`config.mk`:
```
export PLATFORM = sky130hd
export DESIGN_NAME = gp8_port
export DESIGN_NICKNAME = d
export VERILOG_FILES = /design/src/hdl/gp8_pkg.sv /design/src/hdl/gp8_port.sv
export SDC_FILE = /design/constraint.sdc
export NUM_CORES = 1
export LEC_CHECK = 0
export BUFFER_PORTS_ARGS = -buffer_cell sky130_fd_sc_hd__buf_2
export CORE_MARGIN = 2
export CORE_UTILIZATION = 35
export CTS_CLUSTER_DIAMETER = 50
export DETAILED_ROUTE_END_ITERATION = 12
export PLACE_DENSITY = 0.67
export SETUP_SLACK_MARGIN = 0.4
export SLEW_MARGIN = 10
export SYNTH_ARGS = -nofsm -noshare
export SYNTH_HDL_FRONTEND = slang
export SYNTH_SLANG_ARGS = --single-unit
```
`constraint.sdc`:
```
create_clock -name I_CLK -period 2.9 [get_ports I_CLK]
set_clock_uncertainty 0.15 [all_clocks]
set_input_delay 0.29 -clock I_CLK [delete_from_list [all_inputs] [get_ports I_CLK]]
set_output_delay 0.29 -clock I_CLK [all_outputs]
set_load 0.005 [all_outputs]
```
`src/hdl/gp8_pkg.sv`:
```
/*
  Package for the eight-bit general-purpose port with analog sharing:
  register offsets, field positions, reset values and bus codes.
  Assumes a 32-bit AXI4-Lite register bus with byte addresses.
*/
package gp8_pkg;

  // ************************************************************
  // widths
  // ************************************************************
  localparam int unsigned ADDR_W = 8;
  localparam int unsigned DATA_W = 32;
  localparam int unsigned PORT_W = 8;

  // ************************************************************
  // register byte offsets
  // ************************************************************
  localparam logic [7:0] OFS_OUTPUT_LATCH  = 8'h00; // normal read view
  localparam logic [7:0] OFS_DIRECTION     = 8'h04;
  localparam logic [7:0] OFS_PULLUP_ENABLE = 8'h08;
  localparam logic [7:0] OFS_ANALOG_DIS    = 8'h0c;
  localparam logic [7:0] OFS_CONTROL       = 8'h10;
  localparam logic [7:0] OFS_LATCH_RMW     = 8'h14; // latch read view
  localparam logic [7:0] OFS_PIN_STATUS    = 8'h18; // raw synced pins

  // ************************************************************
  // control register fields
  // ************************************************************
  localparam int unsigned CTL_STANDBY_PIN_STATE_BIT = 0;
  localparam int unsigned CTL_CMP_INPUT_DIS_BIT     = 1;

  // ************************************************************
  // reset values
  // ************************************************************
  localparam logic [7:0] RST_OUTPUT_LATCH  = 8'h00;
  localparam logic [7:0] RST_DIRECTION     = 8'h00;
  localparam logic [7:0] RST_PULLUP_ENABLE = 8'h00;
  localparam logic [7:0] RST_ANALOG_DIS    = 8'h00;
  localparam logic       RST_STANDBY_PIN   = 1'b0;
  localparam logic       RST_CMP_INPUT_DIS = 1'b0;

  // ************************************************************
  // bus response codes
  // ************************************************************
  localparam logic [1:0] RESP_OKAY   = 2'h0;
  localparam logic [1:0] RESP_SLVERR = 2'h2;

  // ************************************************************
  // write channel states
  // ************************************************************
  typedef enum logic [1:0] {
    GP8_W_IDLE = 2'b01,
    GP8_W_RESP = 2'b10
  } gp8_wstate_type;

endpackage

```
`src/hdl/gp8_port.sv`:
```
/*
  Eight-bit general-purpose I/O port whose pins are shared with
  external interrupt, analog, comparator and peripheral functions.
  Assumes one 100 MHz clock, pins and peripheral signals synchronous
  or slow, and an AXI4-Lite master with at most one write and one
  read outstanding.
*/
`timescale 1ns/1ps
`default_nettype none

module gp8_port
  import gp8_pkg::*;
(
  input  wire logic              I_CLK,
  input  wire logic              I_RSTN,
  input  wire logic [ADDR_W-1:0] I_AWADDR,
  input  wire logic              I_AWVALID,
  output var  logic              O_AWREADY,
  input  wire logic [DATA_W-1:0] I_WDATA,
  input  wire logic [3:0]        I_WSTRB,
  input  wire logic              I_WVALID,
  output var  logic              O_WREADY,
  output var  logic [1:0]        O_BRESP,
  output var  logic              O_BVALID,
  input  wire logic              I_BREADY,
  input  wire logic [ADDR_W-1:0] I_ARADDR,
  input  wire logic              I_ARVALID,
  output var  logic              O_ARREADY,
  output var  logic [DATA_W-1:0] O_RDATA,
  output var  logic [1:0]        O_RRESP,
  output var  logic              O_RVALID,
  input  wire logic              I_RREADY,
  input  wire logic [PORT_W-1:0] I_PIN_IN,
  output var  logic [PORT_W-1:0] O_PIN_OUT,
  output var  logic [PORT_W-1:0] O_PIN_OE,
  output var  logic [PORT_W-1:0] O_PULLUP_ON,
  input  wire logic [PORT_W-1:0] I_PERIPH_OE,
  input  wire logic [PORT_W-1:0] I_PERIPH_OUT,
  input  wire logic              I_STANDBY,
  input  wire logic [PORT_W-1:0] I_EXT_IRQ_EN,
  output var  logic [PORT_W-1:0] O_EXT_IRQ_LEVEL,
  output var  logic [PORT_W-1:0] O_PORT_IN,
  output var  logic [1:0]        O_CMP_IN_EN
);

  // ************************************************************
  // state
  // ************************************************************
  typedef struct packed {
    logic [PORT_W-1:0] latch;
    logic [PORT_W-1:0] dir;
    logic [PORT_W-1:0] pull;
    logic [PORT_W-1:0] adis;
    logic              standby_pin_state;
    logic              cid;
    logic [PORT_W-1:0] sync1;
    logic [PORT_W-1:0] sync2;
    gp8_wstate_type    wst;
    logic              aw_full;
    logic [ADDR_W-1:0] aw_addr;
    logic              w_full;
    logic [PORT_W-1:0] w_data;
    logic              w_lane0;
    logic              awready;
    logic              wready;
    logic [1:0]        bresp;
    logic              bvalid;
    logic              arready;
    logic [DATA_W-1:0] rdata;
    logic [1:0]        rresp;
    logic              rvalid;
    logic [PORT_W-1:0] pin_out;
    logic [PORT_W-1:0] pin_oe;
    logic [PORT_W-1:0] pull_on;
    logic [PORT_W-1:0] irq_lvl;
    logic [PORT_W-1:0] port_in;
    logic [1:0]        cmp_en;
  } gp8_state_type;

  gp8_state_type st_r;
  gp8_state_type st_nxt;

  logic [PORT_W-1:0] blk;
  logic [PORT_W-1:0] pin_view;
  logic [PORT_W-1:0] norm_view;
  logic [PORT_W-1:0] oe_c;
  logic [PORT_W-1:0] out_c;
  logic              float_all;

  // ************************************************************
  // per-pin datapath
  // ************************************************************
  // standby float and input blocking, read views and drive values
  assign float_all = I_STANDBY & st_r.standby_pin_state;
  assign blk       = {PORT_W{float_all}} & ~I_EXT_IRQ_EN;
  assign pin_view  = st_r.sync2 & st_r.adis & ~blk;

  genvar gi;
  generate
    for (gi = 0; gi < PORT_W; gi++) begin : g_pin
      // output pins read the latch unless a peripheral drives them
      assign norm_view[gi] = (st_r.dir[gi] & ~I_PERIPH_OE[gi]) ?
                             st_r.latch[gi] : pin_view[gi];
      // peripheral output wins, otherwise the latch
      assign out_c[gi] = I_PERIPH_OE[gi] ? I_PERIPH_OUT[gi]
                                         : st_r.latch[gi];
      assign oe_c[gi]  = ~float_all &
                         (st_r.dir[gi] | I_PERIPH_OE[gi]);
    end
  endgenerate

  // ************************************************************
  // next-state logic
  // ************************************************************
  // bus slave, register file and pin stage
  always_comb begin
    logic            do_wr;
    logic [7:0]      waddr;
    logic [7:0]      raddr;
    st_nxt = st_r;
    do_wr  = 1'b0;
    waddr  = st_r.aw_addr;
    raddr  = I_ARADDR;

    // two-stage pin synchroniser
    st_nxt.sync1 = I_PIN_IN;
    st_nxt.sync2 = st_r.sync1;

    // write address and data are taken in either order
    if (I_AWVALID && st_r.awready) begin
      st_nxt.aw_full = 1'b1;
      st_nxt.aw_addr = I_AWADDR;
    end
    if (I_WVALID && st_r.wready) begin
      st_nxt.w_full  = 1'b1;
      st_nxt.w_data  = I_WDATA[PORT_W-1:0];
      st_nxt.w_lane0 = I_WSTRB[0];
    end

    case (st_r.wst)
      GP8_W_IDLE: begin
        if (st_r.aw_full && st_r.w_full) begin
          do_wr         = st_r.w_lane0;
          st_nxt.aw_full = 1'b0;
          st_nxt.w_full  = 1'b0;
          st_nxt.bvalid  = 1'b1;
          st_nxt.wst     = GP8_W_RESP;
          case (waddr)
            OFS_OUTPUT_LATCH, OFS_DIRECTION, OFS_PULLUP_ENABLE,
            OFS_ANALOG_DIS, OFS_CONTROL, OFS_LATCH_RMW,
            OFS_PIN_STATUS: st_nxt.bresp = RESP_OKAY;
            default:        st_nxt.bresp = RESP_SLVERR;
          endcase
        end
      end
      GP8_W_RESP: begin
        if (I_BREADY) begin
          st_nxt.bvalid = 1'b0;
          st_nxt.wst    = GP8_W_IDLE;
        end
      end
      default: begin
        st_nxt.wst    = GP8_W_IDLE;
        st_nxt.bvalid = 1'b0;
      end
    endcase
    st_nxt.awready = ~st_nxt.aw_full & (st_nxt.wst == GP8_W_IDLE);
    st_nxt.wready  = ~st_nxt.w_full & (st_nxt.wst == GP8_W_IDLE);

    // register writes; the latch is written whatever the direction
    if (do_wr) begin
      case (waddr)
        OFS_OUTPUT_LATCH,
        OFS_LATCH_RMW:     st_nxt.latch = st_r.w_data;
        OFS_DIRECTION:     st_nxt.dir   = st_r.w_data;
        OFS_PULLUP_ENABLE: st_nxt.pull  = st_r.w_data;
        OFS_ANALOG_DIS:    st_nxt.adis  = st_r.w_data;
        OFS_CONTROL: begin
          st_nxt.standby_pin_state = st_r.w_data[CTL_STANDBY_PIN_STATE_BIT];
          st_nxt.cid = st_r.w_data[CTL_CMP_INPUT_DIS_BIT];
        end
        default: st_nxt.latch = st_r.latch;
      endcase
    end

    // read channel, one read at a time
    if (st_r.rvalid && I_RREADY) begin
      st_nxt.rvalid  = 1'b0;
      st_nxt.arready = 1'b1;
    end
    if (I_ARVALID && st_r.arready) begin
      st_nxt.arready = 1'b0;
      st_nxt.rvalid  = 1'b1;
      st_nxt.rresp   = RESP_OKAY;
      st_nxt.rdata   = '0;
      case (raddr)
        OFS_OUTPUT_LATCH:  st_nxt.rdata[7:0] = norm_view;
        OFS_LATCH_RMW:     st_nxt.rdata[7:0] = st_r.latch;
        OFS_DIRECTION:     st_nxt.rdata[7:0] = st_r.dir;
        OFS_PULLUP_ENABLE: st_nxt.rdata[7:0] = st_r.pull;
        OFS_ANALOG_DIS:    st_nxt.rdata[7:0] = st_r.adis;
        OFS_PIN_STATUS:    st_nxt.rdata[7:0] = st_r.sync2;
        OFS_CONTROL: begin
          st_nxt.rdata[CTL_STANDBY_PIN_STATE_BIT] = st_r.standby_pin_state;
          st_nxt.rdata[CTL_CMP_INPUT_DIS_BIT]     = st_r.cid;
        end
        default: st_nxt.rresp = RESP_SLVERR;
      endcase
    end

    // pin drive, pull-up, interrupt feed and digital input
    st_nxt.pin_out = out_c;
    st_nxt.pin_oe  = oe_c;
    st_nxt.pull_on = st_r.pull & ~(oe_c & ~out_c);
    st_nxt.irq_lvl = st_r.sync2 & ~blk;
    st_nxt.port_in = pin_view;
    st_nxt.cmp_en  = {2{~st_r.cid}};
  end

  // ************************************************************
  // state register
  // ************************************************************
  // reset clears direction and analog-disable; ready flags, write state and comparator enables load set values
  always_ff @(posedge I_CLK or negedge I_RSTN) begin
    if (!I_RSTN) begin
      st_r         <= '0;
      st_r.latch   <= RST_OUTPUT_LATCH;
      st_r.dir     <= RST_DIRECTION;
      st_r.pull    <= RST_PULLUP_ENABLE;
      st_r.adis    <= RST_ANALOG_DIS;
      st_r.standby_pin_state     <= RST_STANDBY_PIN;
      st_r.cid     <= RST_CMP_INPUT_DIS;
      st_r.wst     <= GP8_W_IDLE;
      st_r.awready <= 1'b1;
      st_r.wready  <= 1'b1;
      st_r.arready <= 1'b1;
      st_r.cmp_en  <= 2'h3;
    end else begin
      st_r <= st_nxt;
    end
  end

  // ************************************************************
  // outputs
  // ************************************************************
  // every output straight from the state register
  assign O_AWREADY       = st_r.awready;
  assign O_WREADY        = st_r.wready;
  assign O_BRESP         = st_r.bresp;
  assign O_BVALID        = st_r.bvalid;
  assign O_ARREADY       = st_r.arready;
  assign O_RDATA         = st_r.rdata;
  assign O_RRESP         = st_r.rresp;
  assign O_RVALID        = st_r.rvalid;
  assign O_PIN_OUT       = st_r.pin_out;
  assign O_PIN_OE        = st_r.pin_oe;
  assign O_PULLUP_ON     = st_r.pull_on;
  assign O_EXT_IRQ_LEVEL = st_r.irq_lvl;
  assign O_PORT_IN       = st_r.port_in;
  assign O_CMP_IN_EN     = st_r.cmp_en;
endmodule

`default_nettype wire

```
==> flow_summary.json <==
{
  "status": "finished, final reports clean",
  "synth-warning-count": 0,
  "p_per_area_nw_per_um2": 741,
  "crit_chain": "ha_1 > nand3_1 > nor3_4 > nand3_2 > mux2_2",
  "critPathCaptureType": "register",
  "async_flop_share_pct": 100,
  "synth_seq_area_share_pct": 55.2,
  "cts_num_sinks": 127,
  "synth_edf_count": 0,
  "utilization_pct": 45.5,
  "hold_path.class": "in -> reg",
  "place_congestion": 0.759,
  "firstDrtPassIters": 4,
  "core_um2": 16000,
  "pin_count": 175,
  "slew_viol_final": 0,
  "r2r-start": "st_r[102]",
  "synthSimpleGateAreaFrac_pct": 8.78,
  "slowest_stage": "dfstp_2",
  "synth_area_um2": 5770,
  "final_cell_mix": "122 x dfrtp_1, 120 x buf_2, 61 x mux2_2",
  "maxCapViolCount": 0,
  "synth-compound-area-share_pct": 9.26,
  "relSlewSlack_pct": 58.4,
  "synth_cell_types": 46,
  "wl_per_cell_um": 16.2,
  "die_h_um": 132,
  "clockBufferDepth": 2,
  "num_vias": 3913,
  "critical_path.top_delay_family": "simple AND/OR/NAND/NOR gates",
  "r2r_cells": 5,
  "grt_antenna_before_repair": 0,
  "p_sw_share_pct": 27.1,
  "rsz0062_at_grt": "true",
  "synth_flop_cell": "dfrtp_1",
  "synth.largest_area_cell": "dfrtp_1",
  "grt_pass1_vias": 4193,
  "clk_pin_slew_ns": 0.06,
  "drt-total-wl_um": 13300,
  "die_x_um": 132,
  "insertion_delay_ns": 0.42,
  "drive_above_1_share_pct": 38.4,
  "period_share_pct": 84.3,
  "hpwl_um": 9090,
  "grt.overflow.total": 0,
  "cts_resized": 0,
  "vias_per_cell": 4.74,
  "critPathMaxStageDelay_ns": 0.55,
  "period_minus_slack_ns": 2.44,
  "layout_commonest_cell": "dfrtp_1",
  "root_buffer": "clkbuf_16",
  "power_mw": 5.39,
  "worstReg2RegEnd": "st_r[144]",
  "syn2layout_area_growth_pct": 26.2,
  "worstHoldStart": "I_PERIPH_OE[5]",
  "fill_cells": 1508,
  "grt_pass1_wl_um": 21500,
  "clkPwrFrac_pct": 40.0,
  "cp_max_fo": 8,
  "path_class": "reg -> reg",
  "rows": 46,
  "cts-htree-levels": 4,
  "antenna_left": 0,
  "grt_start_max_net_pins": 60,
  "synth_mux_area_share_pct": 14.5,
  "reg2reg_slack_ns": 0.46,
  "cts_tree": "built",
  "detailedPlace.worstSlack_ns": 0.429,
  "worst_pin_slew_ns": 0.624,
  "min_path_cells": 2,
  "netlist_instances": 463,
  "power_frac_seq_pct": 43.7,
  "critPathBufInv": 0,
  "grt.total_usage_pct": 16.1,
  "drc": 0,
  "synth_area_leaders": "dfrtp_1 53%, mux2_2 12%, buf_4 10%",
  "synthXorXnorAreaFrac_pct": 0.152,
  "tns_ns": 0,
  "synth_top_family_by_area": "multiplexers",
  "synth-adder-area-share_pct": 0.434,
  "io_buffers": 121,
  "finalHoldViolations": 0,
  "avgSynthCellArea_um2": 12.5,
  "setup.worst_path.start_class": "register",
  "p_leak_nw": 3.58,
  "cp_data_required_time_ns": 3.05,
  "setup_violations": 0,
  "worstPathArrival_ns": 2.60,
  "start_util_pct": 36.1,
  "power_frac_comb_pct": 16.2,
  "ir_drop_uv": 481,
  "ys_ff_latch": 127,
  "switchingPower_mw": 1.46,
  "drt_iter0_drc": 177,
  "setup_ws_ns": 0.455,
  "p_int_mw": 3.93,
  "die-area_um2": 17500,
  "crit_path_start": "st_r[102]",
  "cts_inserted_buffers": 17,
  "nNetsFinal": 690,
  "holdPathEnd": "O_PIN_OUT[5]",
  "fmax_mhz": 409,
  "diodes": 0,
  "synth_top_area_share_pct": 52.9
}
[per-stage QoR]
stage	hold slack, ns	area, um^2	cells
6_report	0.0212	7280	825
4_1_cts	0.00131	7280	825
2_1_floorplan	-0.156	5870	488
5_1_grt	0.0236	7280	825
3_3_place_gp	0.184	6170	743
3_5_place_dp	0.186	6170	743
[power by group through the flow]
| stage | clock network, mW | logic (mW) | registers, mW |
|---|---|---|---|
| after floorplan | 0 | 0.651 | 2.31 |
| after global placement | 0 | 0.782 | 2.37 |
| after detailed placement | 0 | 0.821 | 2.38 |
| after CTS | 2.21 | 0.887 | 2.36 |
| after global routing | 2.29 | 0.978 | 2.41 |
| final | 2.16 | 0.876 | 2.36 |
[worst max path at each step]
stage | slack, ns | cells past startpoint | to
6_report | 0.46 | 5 | st_r[144]
5_1_grt | 0.34 | 5 | st_r[151]
4_1_cts | 0.41 | 5 | st_r[151]
3_5_place_dp | 0.43 | 5 | st_r[151]
3_3_place_gp | 0.49 | 5 | st_r[150]
2_1_floorplan | 0.81 | 5 | st_r[138]
[timing repair]
item | in CTS | in global routing
hold buffers | 50 | 0
hold endpoints to repair | 89 | 0
buffers inserted | 0 | 0
endpoints found under the setup margin | 0 | 16
[synthesized netlist by cell type, types with 2 or more instances]
| master | count |
|---|---|
| a21oi_1 | 13 |
| a221o_1 | 2 |
| a221oi_1 | 2 |
| and2_1 | 4 |
| and3_1 | 2 |
| buf_1 | 2 |
| buf_4 | 78 |
| clkbuf_1 | 7 |
| dfrtp_1 | 122 |
| dfstp_2 | 5 |
| ha_1 | 2 |
| inv_1 | 14 |
| mux2_2 | 61 |
| mux2i_1 | 15 |
| nand2_1 | 17 |
| nand2b_1 | 10 |
| nand3_1 | 2 |
| nand3_2 | 2 |
| nand3b_1 | 14 |
| nand4_4 | 2 |
| nor2_1 | 5 |
| nor2b_1 | 5 |
| nor3_1 | 2 |
| o2111ai_1 | 3 |
| o211a_1 | 6 |
| o211ai_1 | 6 |
| o21a_1 | 16 |
| o21ai_0 | 18 |
| o22ai_1 | 6 |
| or3_1 | 4 |
[cell families after synthesis]
family                   count (synthesis)
XOR/XNOR                                 1
AND/OR/NAND/NOR                         77
multiplexers                            76
buffers and inverters                  101
flip-flops                             127
AO/OA/AOI/OAI                           78
other                                    1
adder cells (fa/ha/maj)                  2
[worst reg2reg max path: stages (launching register included)]
cell and delay, ns:
dfstp_2 0.55, ha_1 0.28, nand3_1 0.19, nor3_4 0.38, nand3_2 0.38, mux2_2 0.40
[area by class of cell]
| cell class | instances | area, um^2 | area share, % |
|---|---|---|---|
| Clock buffer | 18 | 439 | 6.03 |
| Clock inverter | 14 | 168 | 2.30 |
| Inverter | 14 | 52.6 | 0.722 |
| Multi-Input combinational cell | 260 | 2010 | 27.6 |
| Sequential cell | 127 | 3180 | 43.7 |
| Tap cell | 216 | 270 | 3.71 |
| Timing Repair Buffer | 176 | 1160 | 15.9 |
[state kept, by name, indices dropped and copies added (netlist names)]
signal	flops
O_PIN_OE	8
O_EXT_IRQ_LEVEL	8
O_BRESP	1
O_AWREADY	1
st_nxt	8
O_ARREADY	1
O_BVALID	1
O_RDATA	8
O_PORT_IN	8
O_CMP_IN_EN	1
O_PIN_OUT	8
O_RRESP	1
O_PULLUP_ON	8
O_WREADY	1
st_r	63
O_RVALID	1
[metal layers]
metal	share of wire, %	vias up	global-route usage, %
li1	-	1808	-
met1	44	1937	20.0
met2	47	144	25.7
met3	6.2	24	4.94
met4	2.8	0	7.59
met5	0	-	0
Note: power is estimated with default switching activity, not from simulation.
